### src/verilog/rwc_map.svh
// constants for the ram write checksum block
// assumes inclusion by the package and the top module
`ifndef RWC_MAP_SVH
`define RWC_MAP_SVH
// checksum register reset value
`define RWC_SUM_RESET 8'h00
// ram data stream byte and read data reset values
`define RWC_FIELD_RESET 8'h00
`define RWC_RDATA_RESET 32'h0000_0000
// crc-8 generator x^8 + x^5 + x^4 + 1, top term implied
`define RWC_CRC_POLY 8'h31
// register select code marking ram data bytes
`define RWC_RS_RAM_DATA 2'h1
// avalon register word addresses (byte address = index * 4)
`define RWC_ADDR_CTRL 2'h0
`define RWC_ADDR_CMD 2'h1
`define RWC_ADDR_DATA 2'h2
`define RWC_ADDR_SUM 2'h3
// control register bit positions
`define RWC_CTRL_MODE_BIT 0
// command select register fields
`define RWC_CMD_RS_LSB 0
`define RWC_CMD_RW_BIT 2
`endif

### src/verilog/rwc_pkg.sv
// types for the ram write checksum block
// assumes rwc_map.svh is on the include path
package rwc_pkg;
  `include "rwc_map.svh"
  // command select: register select field and read/write direction
  typedef struct packed {
    logic read_write;
    logic [1:0] register_select_field;
  } rwc_cmd_sel_t;
  // avalon request as carried into the slave
  typedef struct packed {
    logic read;
    logic write;
    logic [1:0] address;
    logic [31:0] writedata;
  } rwc_req_t;
endpackage

### src/verilog/rwc_checksum.sv
// ram write checksum: folds ram data bytes into an xor or crc-8 sum
// assumes a single avalon-mm master on clk_sys, the host link decoded upstream
// What this block does
// - checksum is xor when mode select is 0, crc-8 when 1
// - mode select is set by software before the checked transfer starts
// - xor mode: each ram data byte xored into the checksum
// - crc-8 mode: each byte updates checksum with poly x8+x5+x4+1
// - checksum clears whenever register select or read/write changes
// - current checksum is readable for host comparison
// - full 8-bit write byte accepted for display data ram writes
module rwc_checksum
  import rwc_pkg::*;
(
  // clock and reset
  input wire logic clk_sys,
  input wire logic reset,
  // avalon-mm slave
  input wire logic [1:0] avs_address,
  input wire logic avs_read,
  input wire logic avs_write,
  input wire logic [31:0] avs_writedata,
  input wire logic [3:0] avs_byteenable,
  output logic [31:0] avs_readdata,
  output logic avs_waitrequest,
  // ram data stream toward the display data ram
  output logic [7:0] write_byte_field,
  output logic write_byte_valid
);

  // ************************************************************
  // bus handshake
  // ************************************************************
  rwc_req_t req;
  logic ack_reg;
  logic wr_go;
  logic rd_go;

  assign req = '{read: avs_read, write: avs_write, address: avs_address,
                 writedata: avs_writedata};
  // one wait state per access keeps read data registered
  assign avs_waitrequest = (req.read | req.write) & ~ack_reg;
  assign wr_go = req.write & ~ack_reg;
  assign rd_go = req.read & ~ack_reg;

  // ack lasts one cycle, so a held request is taken again every second cycle
  always_ff @(posedge clk_sys or posedge reset) begin
    if (reset) begin
      ack_reg <= 1'b0;
    end else begin
      ack_reg <= (req.read | req.write) & ~ack_reg;
    end
  end

  // ************************************************************
  // address decode
  // ************************************************************
  logic lane0_on;
  logic sel_ctrl;
  logic sel_cmd;
  logic sel_data;
  logic ctrl_wr;
  logic cmd_wr;
  logic data_wr;

  // only the low byte lane carries anything; other lanes are ignored
  assign lane0_on = avs_byteenable[0];
  assign sel_ctrl = (req.address == `RWC_ADDR_CTRL);
  assign sel_cmd = (req.address == `RWC_ADDR_CMD);
  assign sel_data = (req.address == `RWC_ADDR_DATA);
  // writes to the sum word land nowhere: it is read only
  assign ctrl_wr = wr_go & sel_ctrl & lane0_on;
  assign cmd_wr = wr_go & sel_cmd & lane0_on;
  assign data_wr = wr_go & sel_data & lane0_on;

  // ************************************************************
  // checksum mode
  // ************************************************************
  logic checksum_mode_select;

  // a mode change leaves the sum alone; set it before the transfer
  always_ff @(posedge clk_sys or posedge reset) begin
    if (reset) begin
      checksum_mode_select <= 1'b0;
    end else if (ctrl_wr) begin
      checksum_mode_select <= req.writedata[`RWC_CTRL_MODE_BIT];
    end
  end

  // ************************************************************
  // command select
  // ************************************************************
  rwc_cmd_sel_t cmd_reg;
  rwc_cmd_sel_t cmd_next;
  logic rs_changed;
  logic rw_changed;
  logic cmd_changed;

  always_comb begin
    cmd_next = cmd_reg;
    if (cmd_wr) begin
      cmd_next.register_select_field = req.writedata[`RWC_CMD_RS_LSB +: 2];
      cmd_next.read_write = req.writedata[`RWC_CMD_RW_BIT];
    end
  end

  // rewriting the same value is no change and keeps the running sum
  assign rs_changed = (cmd_next.register_select_field != cmd_reg.register_select_field);
  assign rw_changed = (cmd_next.read_write != cmd_reg.read_write);
  assign cmd_changed = rs_changed | rw_changed;

  always_ff @(posedge clk_sys or posedge reset) begin
    if (reset) begin
      cmd_reg <= '0;
    end else begin
      cmd_reg <= cmd_next;
    end
  end

  // ************************************************************
  // crc fold
  // ************************************************************
  logic [7:0] data_byte;
  logic [7:0] sum_reg;
  logic [7:0] crc_stage [0:8];

  assign data_byte = req.writedata[7:0];
  // eight unrolled stages, msb first, so a byte folds in one cycle
  // the top term of the poly is implied by the bit shifted out
  assign crc_stage[0] = sum_reg ^ data_byte;
  genvar gi;
  generate
    for (gi = 0; gi < 8; gi++) begin : g_crc
      logic fb;
      logic [7:0] shifted;
      assign fb = crc_stage[gi][7];
      assign shifted = {crc_stage[gi][6:0], 1'b0};
      assign crc_stage[gi+1] = fb ? (shifted ^ `RWC_CRC_POLY) : shifted;
    end
  endgenerate

  // ************************************************************
  // checksum
  // ************************************************************
  logic ram_target;
  logic data_take;
  logic [7:0] xor_fold;
  logic [7:0] sum_next;

  // only ram data writes in write direction feed the sum; others ignored
  assign ram_target = (cmd_reg.register_select_field == `RWC_RS_RAM_DATA)
                      && !cmd_reg.read_write;
  assign data_take = data_wr & ram_target;
  assign xor_fold = sum_reg ^ data_byte;

  always_comb begin
    sum_next = sum_reg;
    if (data_take) begin
      if (checksum_mode_select) begin
        sum_next = crc_stage[8];
      end else begin
        sum_next = xor_fold;
      end
    end
  end

  // a clear and a data byte never meet: accesses are serial on the bus
  always_ff @(posedge clk_sys or posedge reset) begin
    if (reset) begin
      sum_reg <= `RWC_SUM_RESET;
    end else if (cmd_changed) begin
      sum_reg <= `RWC_SUM_RESET;
    end else begin
      sum_reg <= sum_next;
    end
  end

  // ************************************************************
  // ram data stream
  // ************************************************************
  always_ff @(posedge clk_sys or posedge reset) begin
    if (reset) begin
      write_byte_valid <= 1'b0;
    end else begin
      write_byte_valid <= data_take;
    end
  end

  // the field holds the last byte, so a read of the data word shows it
  always_ff @(posedge clk_sys or posedge reset) begin
    if (reset) begin
      write_byte_field <= `RWC_FIELD_RESET;
    end else if (data_take) begin
      write_byte_field <= data_byte;
    end
  end

  // ************************************************************
  // read back
  // ************************************************************
  logic [31:0] rd_word;

  always_comb begin
    rd_word = `RWC_RDATA_RESET;
    unique case (req.address)
      `RWC_ADDR_CTRL: rd_word = {31'h0, checksum_mode_select};
      `RWC_ADDR_CMD: rd_word = {29'h0, cmd_reg.read_write, cmd_reg.register_select_field};
      `RWC_ADDR_DATA: rd_word = {24'h0, write_byte_field};
      `RWC_ADDR_SUM: rd_word = {24'h0, sum_reg};
    endcase
  end

  // registered so read data never ripples straight off the address lines
  always_ff @(posedge clk_sys or posedge reset) begin
    if (reset) begin
      avs_readdata <= `RWC_RDATA_RESET;
    end else if (rd_go) begin
      avs_readdata <= rd_word;
    end
  end

endmodule // rwc_checksum

### config.mk
export PLATFORM = sky130hd
export DESIGN_NAME = rwc_checksum
export DESIGN_NICKNAME = d
export VERILOG_FILES = /design/src/verilog/rwc_pkg.sv /design/src/verilog/rwc_checksum.sv
export VERILOG_INCLUDE_DIRS = /design/src /design/src/verilog
export SDC_FILE = /design/constraint.sdc
export NUM_CORES = 1
export LEC_CHECK = 0
export ABC_AREA = 0
export ABC_CLOCK_PERIOD_IN_PS = 4100
export BUFFER_PORTS_ARGS = -buffer_cell sky130_fd_sc_hd__buf_2
export CAP_MARGIN = 20
export CORE_MARGIN = 1
export CORE_UTILIZATION = 35
export DETAILED_ROUTE_END_ITERATION = 6
export HOLD_SLACK_MARGIN = 0.05
export MAX_ROUTING_LAYER = met4
export PLACE_DENSITY_LB_ADDON = 0.25
export SYNTH_ARGS = -nofsm -noshare
export SYNTH_HDL_FRONTEND = slang
export SYNTH_SLANG_ARGS = --single-unit
export TNS_END_PERCENT = 30
### constraint.sdc
create_clock -name clk_sys -period 4.1 [get_ports clk_sys]
set_clock_uncertainty 0.15 [all_clocks]
set_input_delay 0.615 -clock clk_sys [delete_from_list [all_inputs] [get_ports clk_sys]]
set_output_delay 0.615 -clock clk_sys [all_outputs]
set_load 0.01 [all_outputs]
# ---- Word level (Yosys, flattened, before mapping)
# Cells that the tools add are included.
dict set report op_classes {
  n_eq_ne 6
  mux 13
  bitwise 22
  n_reduce_logical 4
}
# cell count
set op_table {}
lappend op_table {{$pmux W32 S4} 1}
lappend op_table {{$mux W6} 8}
lappend op_table {{$mux W8} 3}
lappend op_table {{$not A3 Y3} 8}
lappend op_table {{$and A1 B1 Y1} 10}
lappend op_table {{$xor A8 B8 Y8} 1}
lappend op_table {{$eq A2 B1 Y1 const B} 2}
lappend op_table {{$eq A2 B2 Y1 const B} 2}
lappend op_table {{$mux W3} 1}
lappend op_table {{$logic_not A2 Y1} 1}
lappend op_table {{$ne A2 B2 Y1} 1}
lappend op_table {{$or A1 B1 Y1} 2}
lappend op_table {{$reduce_bool A2 Y1} 1}
lappend op_table {{$logic_and A1 B1 Y1} 1}
lappend op_table {{$logic_not A1 Y1} 1}
lappend op_table {{$ne A1 B1 Y1} 1}
lappend op_table {{$not A1 Y1} 1}
dict set report totals {
  ff_bits 54
  in_bits 42
  out_inout_bits 42
}

# ---- Logic depth before layout (Yosys ltp)
# Gate-level depths: netlist (run 1).
dict set report depth {
  word_depth 20
  mapped_depth 6
}

# ---- Worst setup path before layout (run 1)
# No wires, ideal clock.
dict set report synth_path {
  path_type {in2reg}
  startpoint {in avs_writedata[7]}
  endpoint {reg sum_reg[1]}
  arrival_time_ps 1760
  t_required_ps 3817
  slack_ps 2057
  path_stages 5
  n_path_buf 0
  cell_sequence {xnor2_2 xnor3_2 and2_4 a221oi_2 o31ai_1}
}
dict set report synth_via {
  elab_chain_cells 8
}
# element line
set synth_lines {}
lappend synth_lines {{start, declared} rwc_checksum.sv:21} ;# input wire logic [31:0] avs_writedata,
lappend synth_lines {{$xor A8 B8 Y8} rwc_checksum.sv:129} ;# assign crc_stage[0] = sum_reg ^ data_byte;
lappend synth_lines {{$mux W6 (4 in a row)} rwc_checksum.sv:137} ;# assign crc_stage[gi+1] = fb ? (shifted ^ `RWC_CRC_POLY) : shifted;
lappend synth_lines {{$mux W8} rwc_checksum.sv:158} ;# if (checksum_mode_select) begin
lappend synth_lines {{$mux W8} rwc_checksum.sv:157} ;# if (data_take) begin
lappend synth_lines {{$mux W8} rwc_checksum.sv:170} ;# end else if (cmd_changed) begin
lappend synth_lines {{end signal, assigned} rwc_checksum.sv:169} ;# sum_reg <= `RWC_SUM_RESET;
lappend synth_lines {{end signal, assigned} rwc_checksum.sv:171} ;# sum_reg <= `RWC_SUM_RESET;
lappend synth_lines {{end signal, assigned} rwc_checksum.sv:173} ;# sum_reg <= sum_next;
lappend synth_lines {{end, declared} rwc_checksum.sv:123} ;# logic [7:0] sum_reg;
# Every way passes these cells. The select of a mux whose other input is x is not followed.
# A chain may end at the register's enable or synchronous reset.

# ---- Final worst setup path (run 1)
dict set report layout_path {
  startpoint {in avs_address[0]}
  endpoint {reg sum_reg[6]}
}
dict set report layout_via {
  elab_chain_cells 7
  word_cells_on_any_way 13
  classes_between {eq/ne (4); mux (2); bitwise (6); reduce/logical (1)}
}
# element line
set layout_lines {}
lappend layout_lines {{start, declared} rwc_checksum.sv:18} ;# input wire logic [1:0] avs_address,
lappend layout_lines {{$eq A2 B1 Y1} n/a}
lappend layout_lines {{$and A1 B1 Y1 (2 in a row)} rwc_checksum.sv:72} ;# assign cmd_wr = wr_go & sel_cmd & lane0_on;
lappend layout_lines {{$mux W3} rwc_checksum.sv:100} ;# if (cmd_wr) begin
lappend layout_lines {{$ne A2 B2 Y1 / $ne A1 B1 Y1 (equally long branches)} {rwc_checksum.sv:107, rwc_checksum.sv:108}}
lappend layout_lines {{$or A1 B1 Y1} rwc_checksum.sv:109} ;# assign cmd_changed = rs_changed | rw_changed;
lappend layout_lines {{$mux W8 / $reduce_bool A2 Y1 (equally long branches)} n/a}
# Parallel ways exist; a longest one is shown, timed or not.

==> run_results.csv, run 1 <==
group,metric,value,unit
sta,maxSlewHeadroom,0.4322,
flow_run,drv_cap,0,
placed_design,placedCellCount,296,
sta,rsz0062_at_grt,"no",
logic_synthesis,synthTopCellsByArea,"dfrtp_1 38%, buf_4 9.2%, nand2_1 7.8%",
final_layout,final_cells,304,
final_layout,nNetsFinal,275,
logic_synthesis,yosysMostFrequentCell,"nand2_1",
worst_setup_path,crit_chain,"buf_2 -> nor4b_2 -> nand4_1 -> buf_4 -> nor3_1 -> o21ai_1 -> o21ai_1",
sta,holdWs,262.3,ps
power_and_ir_drop,p_clk_frac,0.262,
die,die_area,5916,µm²
clock_tree,cts_inserted_buffers,5,
logic_synthesis,yosysUniqueCellTypes,41,
worst_setup_path,crit_slowest_cell,"nand4_1",
clock_tree,cts_tree,"done",
die,ios,84,
final_layout,design_area,2207,µm²
logic_synthesis,synth-edff-count,0,
final_layout,post-route-util,0.4188,
power_and_ir_drop,pwr-share-comb,0.349,
sta,min_period,2435,ps
global_routing,grt_overflow,0,
detailed_routing,drc,0,
global_routing,grt_pass1_wl,6.624,mm
clock_tree,post_cts_buffers,0,
detailed_routing,vias,1406,
detailed_routing,ant_nets,0,
placed_design,port_buffers,32,
logic_synthesis,synth_ff_type,"dfrtp_1",
worst_setup_path,cp.arrival,2490,ps
global_routing,gr-usage-all-layers,0.1502,
detailed_routing,drt-total-wl,4.007,mm
placed_design,dpl_cell_area,2097,µm²
die,row_count,26,
clock_tree,clockRootBuffer,"clkbuf_8",
final_layout,final.fill_count,551,
logic_synthesis,synthCells,201,
clock_tree,htreeDepth,2,
worst_setup_path,startpoint_type,"input port",
power_and_ir_drop,power_density,488.0,nW/µm²
detailed_routing,wl_per_cell,13.18,µm
sta,finalHoldViolations,0,
clock_tree,worstSkewPairLatency,280,ps
logic_synthesis,synth-async-reset-ratio,1.000,
detailed_routing,first_pass_iters,4,
logic_synthesis,synth_commonest_cells,"41 x nand2_1, 30 x dfrtp_1, 24 x buf_4",
global_routing,grt_max_degree,31,
sta,max_freq,0.4106,GHz
die,initial_core_util,0.3727,
power_and_ir_drop,swShare,0.3387,
power_and_ir_drop,total_power,1.077,mW
detailed_routing,drt-initial-drc-count,66,
logic_synthesis,synth_largest_area_cell,"dfrtp_1",
run_status,status,"finished clean",
power_and_ir_drop,seqPwrFrac,0.389,
final_layout,antenna_cells,0,
final_layout,drive_gt1_frac,0.2521,
logic_synthesis,yosys_warnings,0,
power_and_ir_drop,peakVddDrop,0.0002503,V
worst_setup_path,slowest_delay,490,ps
die,die_y,76.92,µm
logic_synthesis,syn_avg_cell_area,9.773,µm²
die,die_x,76.92,µm
global_routing,grt_pass1_vias,1303,
detailed_routing,drt-vias-per-instance,4.625,
clock_tree,cts_resized,0,
worst_hold_path,worst_hold_path_type,"input port to asynchronous set/reset pin",
logic_synthesis,synth_top_area_share,0.3822,
worst_setup_path,critPathMaxFanout,14,
power_and_ir_drop,p_int,0.7123,mW
sta,finalCritPeriodShare,0.5940,
sta,fin_ws,1665,ps
power_and_ir_drop,switchingPower,0.3648,mW
sta,setup_tns,0,ps
clock_tree,clk_path_buf_depth,2,
sta,worst_pin_slew,848.5,ps
final_layout,synthToLayoutAreaGrowth,12.36,%
logic_synthesis,synth_area,1964,µm²
placed_design,place_ws,1383,ps
clock_tree,ctsHoldBuffers,0,
power_and_ir_drop,power_leakage,1.079,nW
logic_synthesis,synth-seq-area-share,0.3822,
global_routing,antenna_found_initial,0,
worst_setup_path,crit_type,"input port to flop",
worst_setup_path,required,4160,ps
sta,setup_viol,0,
worst_setup_path,cp-end-kind,"flop",
clock_tree,clkSinkCount,30,
placed_design,place_congestion,0.8045,
die,coreArea,5270,µm²
logic_synthesis,ys_ff_latch,30,
sta,drv_slew,0,
worst_setup_path,cpMostUsedCell,"o21ai_1",
clock_tree,clk_transition_reported_paths,70,ps
placed_design,post-dp-hpwl,2.882,mm
cells by family (layout without fill, tap and decap cells):
family,count (synthesis),count (layout),share of synthesized area
XOR/XNOR,24,24,0.1535
AND/OR/NAND/NOR,64,64,0.1503
flip-flops,30,30,0.3822
other,1,24,0.001909
multiplexers,12,12,0.07134
buffers and inverters,36,46,0.1178
AO/OA/AOI/OAI,34,34,0.1229
power by group through the flow:
stage / clock (mW) / sequential (mW) / combinational [mW]
final: 0.282 / 0.419 / 0.376
after global placement: 0 / 0.423 / 0.373
after floorplan: 0 / 0.420 / 0.307
after global routing: 0.308 / 0.428 / 0.419
after CTS: 0.291 / 0.419 / 0.381
after detailed placement: 0 / 0.425 / 0.379
cells in the final DEF, fill, tap and decap left out, types with 2 or more instances in the layout:
cell type,synthesis,routed
a211oi_1,2,2
a21o_1,2,2
a21oi_1,2,2
a22oi_1,3,3
buf_2,5,32
buf_4,24,2
clkbuf_8,0,8
conb_1,1,24
dfrtp_1,30,30
inv_1,4,4
mux2_2,6,6
mux2i_1,5,5
nand2_1,41,41
nor2_1,7,7
nor2b_1,3,3
nor3_1,3,3
o21ai_0,10,10
o21ai_1,5,5
o31ai_1,4,4
or3_1,2,2
xnor2_1,9,9
xnor2_2,4,4
xnor3_1,2,2
xor2_1,7,7
path summary, 6_finish.rpt:
kind	slack [ps]	cells after the start	end	startpoint
max in group asynchronous	3250	3	ack_reg	reset
min reg2reg	330	2	avs_readdata[7]	avs_readdata[7]
max reg2reg	1830	6	sum_reg[6]	cmd_reg[1]
min in group clk_sys	330	2	avs_readdata[7]	avs_readdata[7]
min	260	3	write_byte_field[5]	reset
max	1660	7	sum_reg[6]	avs_address[0]
layout make-up:
type | instances | area (µm²) | share of cell area
clock buffer | 8 | 110.1 | 0.04989
inverter | 4 | 15.01 | 0.006803
multi-input combinational | 158 | 1069 | 0.4841
sequential | 30 | 750.7 | 0.3401
tap | 70 | 87.58 | 0.03968
timing repair buffer | 34 | 175.2 | 0.07936
critical path: cells and delay by family:
family,cells,cell delay (ps)
and+or+nand+nor,3,1100
AOI/OAI and AO/OA,2,180
buffers and inverters,2,590
layer usage:
layer,global-route usage,share of wire
met5,-,0
met4,0.04808,0.016
met3,0.03690,0.037
met2,0.2196,0.47
met1,0.2024,0.48
Power figures use the tool's default switching activity.
==> run 2, diff against run 1 <==
--- a/config.mk
+++ b/config.mk
@@ -6,8 +6,8 @@
 export SDC_FILE = /design/constraint.sdc
 export NUM_CORES = 1
 export LEC_CHECK = 0
-export ABC_AREA = 0
-export ABC_CLOCK_PERIOD_IN_PS = 4100
+export ABC_AREA = 1
+export ABC_CLOCK_PERIOD_IN_PS = 2480
 export BUFFER_PORTS_ARGS = -buffer_cell sky130_fd_sc_hd__buf_2
 export CAP_MARGIN = 20
 export CORE_MARGIN = 1
==> constraint.sdc (replaced) <==
create_clock -name clk_sys -period 2.48 [get_ports clk_sys]
set_clock_uncertainty 0.15 [all_clocks]
set_input_delay 0.372 -clock clk_sys [delete_from_list [all_inputs] [get_ports clk_sys]]
set_output_delay 0.372 -clock clk_sys [all_outputs]
set_load 0.01 [all_outputs]
==> run 2 against run 1 <==
  * Global-route usage grew 1.8 points
  * Cell area is 7.3% higher
  * Combinational power rose by 27%
  * Synthesized cell count up 47%
  * Clock power grew 48%
  * Clock-buffer cell count down 1
  * Critical endpoint is now write_byte_field[7]
  * Largest cell class unchanged
  * Highest routed layer unchanged
==> run_results.csv, run 2 <==
group,metric,value,unit
run_status,status,"finished clean",
worst_setup_path,cp.arrival,1790,ps
logic_synthesis,synth-seq-area-share,0.3557,
logic_synthesis,synth_largest_area_cell,"dfrtp_1",
die,die_area,6346,µm²
final_layout,layout_commonest_cell,"nand2_1",
detailed_routing,ant_nets,0,
clock_tree,cts_tree,"done",
sta,max_freq,0.5703,GHz
detailed_routing,first_pass_iters,5,
logic_synthesis,synth_top_area_share,0.3557,
worst_setup_path,crit_family,"simple AND/OR/NAND/NOR gates",
placed_design,place_congestion,0.9136,
clock_tree,cts_inserted_buffers,5,
final_layout,post-route-util,0.4171,
worst_setup_path,critPathBufInv,3,
detailed_routing,drt-vias-per-instance,4.558,
final_layout,synthToLayoutAreaGrowth,12.15,%
global_routing,grt_pass1_vias,1652,
logic_synthesis,ys_ff_latch,30,
die,die_x,79.66,µm
worst_setup_path,crit_slowest_cell,"dfrtp_1",
logic_synthesis,synth_commonest_cells,"114 x nand2_1, 35 x inv_1, 30 x dfrtp_1",
clock_tree,clockRootBuffer,"clkbuf_8",
global_routing,grt_overflow,0,
power_and_ir_drop,total_power,1.529,mW
die,die_y,79.66,µm
sta,min_period,1753,ps
flow_run,drv_cap,0,
clock_tree,worstSkewPairLatency,290,ps
clock_tree,htreeDepth,2,
worst_setup_path,crit_type,"flop to flop",
clock_tree,cts_resized,0,
global_routing,antenna_found_initial,0,
global_routing,grt_max_degree,31,
detailed_routing,wl_per_cell,11.62,µm
worst_setup_path,required,2510,ps
sta,setup_tns,0,ps
final_layout,drive_gt1_frac,0.2060,
logic_synthesis,yosysUniqueCellTypes,30,
global_routing,gr-usage-all-layers,0.1687,
worst_setup_path,crit_chain,"inv_1 -> nand3_1 -> nor3_4 -> buf_4 -> nor2_2 -> a21oi_2 -> inv_1",
detailed_routing,drt-initial-drc-count,129,
clock_tree,clk_path_buf_depth,2,
clock_tree,clkSinkCount,30,
clock_tree,ctsHoldBuffers,1,
clock_tree,clk_transition_reported_paths,70,ps
sta,fin_ws,726.7,ps
sta,drv_slew,0,
logic_synthesis,yosys_warnings,0,
placed_design,post-dp-hpwl,3.531,mm
logic_synthesis,synthTopCellsByArea,"dfrtp_1 36%, nand2_1 20%, buf_4 8.5%",
sta,setup_viol,0,
power_and_ir_drop,peakVddDrop,0.0004554,V
die,coreArea,5675,µm²
worst_setup_path,startpoint_type,"flop",
detailed_routing,drt-total-wl,4.728,mm
detailed_routing,vias,1855,
logic_synthesis,synth-async-reset-ratio,1.000,
logic_synthesis,syn_avg_cell_area,7.155,µm²
final_layout,antenna_cells,0,
sta,rsz0062_at_grt,"no",
sta,finalHoldViolations,0,
logic_synthesis,synthCells,295,
clock_tree,post_cts_buffers,0,
placed_design,port_buffers,32,
power_and_ir_drop,power_density,645.8,nW/µm²
detailed_routing,drc,0,
logic_synthesis,synth_ff_type,"dfrtp_1",
die,row_count,27,
worst_hold_path,worst_hold_path_type,"input port to flop",
logic_synthesis,yosysMostFrequentCell,"nand2_1",
final_layout,nNetsFinal,376,
die,ios,84,
power_and_ir_drop,power_leakage,1.348,nW
worst_setup_path,cpMostUsedCell,"inv_1",
sta,finalCritPeriodShare,0.7070,
die,initial_core_util,0.3719,
global_routing,grt_pass1_wl,7.831,mm
logic_synthesis,synth_area,2111,µm²
worst_setup_path,critPathMaxFanout,12,
worst_setup_path,cp-end-kind,"flop",
placed_design,place_ws,591.5,ps
worst_setup_path,slowest_delay,400,ps
logic_synthesis,synth-edff-count,0,
final_layout,mostFrequentLayoutCells,"114 x nand2_1, 35 x inv_1, 32 x buf_2, 30 x dfrtp_1, 26 x nand3_1",
[run 2: cell types whose count changed after synthesis, sizes merged, moves of 4 or more]
cell   delta
nand2    +78
inv      +33
nand3    +26
xnor2    -11
a21oi     +7
o21ai     -7
mux2      -6
nor2      +5
o22ai     +5
o31ai     -4
[run 2: cells by family after synthesis]
family,after synthesis,share of synthesized area
XOR/XNOR,8,0.03320
AO/OA/AOI/OAI,29,0.09129
other,1,0.001777
buffers and inverters,65,0.1660
multiplexers,2,0.009485
AND/OR/NAND/NOR,160,0.3426
flip-flops,30,0.3557
[run 2: final cells by class]
type	count	area, µm²
clock buffer	7	86.33
clock inverter	1	5.005
fill	576	3308
inverter	37	138.9
multi-input combinational	223	1096
sequential	30	750.7
tap	72	90.09
timing repair buffer	37	200.2
[run 2: routing by layer]
metal / global-route usage / wire length (µm) / up-vias
met2: 0.2573 / 2107 / 57
met1: 0.2192 / 2294 / 842
met5: - / 0 / -
met3: 0.03543 / 245 / 6
li1: - / - / 950
met4: 0.06182 / 80 / 0
[run 2: metrics by stage]
stage               hold WS [ps]  cells  area [µm²]
floorplan                  312.8    318        2197
global placement           308.6    398        2266
detailed placement         315.0    398        2266
CTS                        169.2    407        2367
global route               183.9    407        2367
finish                     171.7    407        2367
[run 2: power breakdown]
group | internal (mW) | leakage, nW | total, mW | switching [mW]
sequential | 0.569 | 0.376 | 0.631 | 0.0624
clock | 0.224 | 0.0482 | 0.418 | 0.194
combinational | 0.174 | 0.924 | 0.479 | 0.306
[run 2: tightest hold or removal path, stage by stage]
cell and delay [ps]:
buf_2 120, a21oi_2 50, inv_1 40
[run 2: path summary, 6_finish.rpt]
kind	from	to	slack, ps	depth (start not counted)
max	cmd_reg[2]	write_byte_field[7]	730	7
min	avs_writedata[3]	write_byte_field[3]	170	3
max reg2reg	cmd_reg[2]	write_byte_field[7]	730	7
min reg2reg	avs_readdata[1]	avs_readdata[1]	330	2
max in group asynchronous	reset	cmd_reg[1]	1340	4
min in group asynchronous	reset	write_byte_field[3]	550	4
==> run 3, diff against run 2 <==
--- a/config.mk
+++ b/config.mk
@@ -6,8 +6,8 @@
 export SDC_FILE = /design/constraint.sdc
 export NUM_CORES = 1
 export LEC_CHECK = 0
-export ABC_AREA = 1
-export ABC_CLOCK_PERIOD_IN_PS = 2480
+export ABC_AREA = 0
+export ABC_CLOCK_PERIOD_IN_PS = 1800
 export BUFFER_PORTS_ARGS = -buffer_cell sky130_fd_sc_hd__buf_2
 export CAP_MARGIN = 20
 export CORE_MARGIN = 1
==> constraint.sdc (replaced) <==
create_clock -name clk_sys -period 1.8 [get_ports clk_sys]
set_clock_uncertainty 0.15 [all_clocks]
set_input_delay 0.27 -clock clk_sys [delete_from_list [all_inputs] [get_ports clk_sys]]
set_output_delay 0.27 -clock clk_sys [all_outputs]
set_load 0.01 [all_outputs]
==> run 3 against run 2 <==
  * Clock power rose by 34%
  * Utilization is 5.0 points higher
  * Highest routed layer unchanged
  * Global-route usage decreased by 1.1 points
  * Largest power group is now combinational cells
  * Critical path depth is 1 lower
  * Wire length is 10% lower
  * Total power grew 68%
  * The flow now finishes with violations (negative setup slack)
  * Sequential power is 46% higher
  * First-iteration DRC count down 65%
==> run_results.csv, run 3 (synthesis results as in run 1) <==
group,metric,value,unit
run_status,violations,"negative setup slack",
detailed_routing,drt-total-wl,4.255,mm
sta,fin_ws,-32.73,ps
worst_hold_path,worst_hold_path_type,"input port to flop",
placed_design,placedCellCount,319,
global_routing,antenna_found_initial,0,
power_and_ir_drop,power_leakage,1.237,nW
worst_setup_path,critPathMaxFanout,4,
worst_setup_path,slowest_delay,410,ps
final_layout,drive_gt1_frac,0.3485,
clock_tree,clk_path_buf_depth,2,
flow_run,drv_cap,0,
clock_tree,cts_tree,"done",
detailed_routing,drt-vias-per-instance,4.605,
final_layout,mostFrequentLayoutCells,"41 x nand2_1, 32 x buf_2, 30 x buf_4, 29 x dfrtp_1, 24 x conb_1",
final_layout,layout_commonest_cell,"nand2_1",
final_layout,design_area,2464,µm²
final_layout,post-route-util,0.4675,
final_layout,synthToLayoutAreaGrowth,25.41,%
die,die_area,5916,µm²
final_layout,nNetsFinal,305,
worst_setup_path,critPathBufInv,1,
final_layout,multi_input_area,1111,µm²
detailed_routing,drc,0,
worst_setup_path,crit_type,"flop to flop",
sta,rsz0062_at_grt,"yes",
clock_tree,clkSinkCount,30,
detailed_routing,wl_per_cell,12.74,µm
worst_setup_path,required,1840,ps
sta,setup_tns,-87.02,ps
sta,max_freq,0.5456,GHz
die,initial_core_util,0.3727,
placed_design,dpl_cell_area,2270,µm²
die,row_count,26,
clock_tree,cts_inserted_buffers,5,
die,coreArea,5270,µm²
global_routing,grt_overflow,0,
worst_setup_path,startpoint_type,"flop",
clock_tree,worstSkewPairLatency,280,ps
global_routing,grt_pass1_vias,1462,
worst_setup_path,cp-end-kind,"flop",
clock_tree,clk_transition_reported_paths,70,ps
detailed_routing,vias,1538,
sta,setup_viol,6,
die,die_y,76.92,µm
worst_setup_path,crit_slowest_cell,"dfrtp_1",
power_and_ir_drop,power_density,1044,nW/µm²
placed_design,post-dp-hpwl,3.195,mm
placed_design,place_congestion,0.8100,
detailed_routing,drt-initial-drc-count,45,
sta,min_period,1833,ps
run_status,status,"finished, violations left",
final_layout,final_cells,334,
worst_setup_path,reg2reg_slack,-30,ps
final_layout,final.fill_count,523,
die,die_x,76.92,µm
detailed_routing,first_pass_iters,4,
final_layout,seqCellArea,752.0,µm²
clock_tree,htreeDepth,2,
detailed_routing,ant_nets,0,
sta,drv_slew,0,
placed_design,port_buffers,32,
clock_tree,clockRootBuffer,"clkbuf_8",
sta,finalHoldViolations,0,
sta,finalCritPeriodShare,1.018,
global_routing,gr-usage-all-layers,0.1576,
final_layout,antenna_cells,0,
global_routing,grt_pass1_wl,6.948,mm
power_and_ir_drop,peakVddDrop,0.0005072,V
die,ios,84,
worst_setup_path,cp.arrival,1880,ps
worst_setup_path,crit_family,"simple AND/OR/NAND/NOR gates",
worst_setup_path,crit_chain,"nor4b_4 -> nand4_1 -> buf_4 -> nor4b_4 -> a221oi_2 -> o31ai_1",
sta,holdWs,94.08,ps
global_routing,grt_max_degree,31,
worst_setup_path,cpMostUsedCell,"nor4b_4",
run 3: final cells by class:
| type | count | share of cell area |
|---|---|---|
| Clock buffer | 7 | 0.03504 |
| Sequential cell | 30 | 0.3052 |
| Clock inverter | 1 | 0.002031 |
| Timing Repair Buffer | 64 | 0.1651 |
| Multi-Input combinational cell | 158 | 0.4510 |
| Inverter | 4 | 0.006094 |
| Tap cell | 70 | 0.03555 |
run 3: worst paths after layout:
check,start,endpoint,depth (start not counted)
setup reg to reg,cmd_reg[1],sum_reg[0],6
min in group asynchronous,reset,checksum_mode_select,4
hold / removal,avs_writedata[7],write_byte_field[7],3
hold reg to reg,avs_readdata[6],avs_readdata[6],2
setup / recovery,cmd_reg[1],sum_reg[0],6
max in group asynchronous,reset,sum_reg[4],4
run 3: through the flow:
stage	power (mW)	worst slack, ps
floorplan	1.656	-19.80
global placement	1.937	-25.34
detailed placement	1.961	-72.04
CTS	2.560	-30.22
global route	2.759	-123.1
finish	2.573	-32.73
run 3: repair_timing:
item                                    4_1_cts  5_1_grt
hold endpoints to repair                     30        0
setup buffers                                 2        4
pin swaps                                     5        6
endpoints found under the setup margin       10       12
hold buffers                                  1        0
resized for setup                             1        7
run 3: power breakdown:
| group | switching, mW | internal [mW] | leakage [nW] |
|---|---|---|---|
| Sequential | 0.117 | 0.807 | 0.399 |
| Combinational | 0.513 | 0.574 | 0.789 |
| Clock | 0.254 | 0.308 | 0.0482 |
run 3: metal layers:
layer | track usage | wire [µm] | part of all wire
met1 | 0.1930 | 1934 | 0.45
met5 | - | 0 | 0
met4 | 0.05192 | 48 | 0.011
met3 | 0.04048 | 183 | 0.043
met2 | 0.2518 | 2087 | 0.49
run 3: worst register-to-register path: cells and delay by family (launching register included):
kind	cells	cell delay, ps
DFF	1	410
buffers and inverters	1	220
and+or+nand+nor	3	840
AOI/OAI and AO/OA	2	120
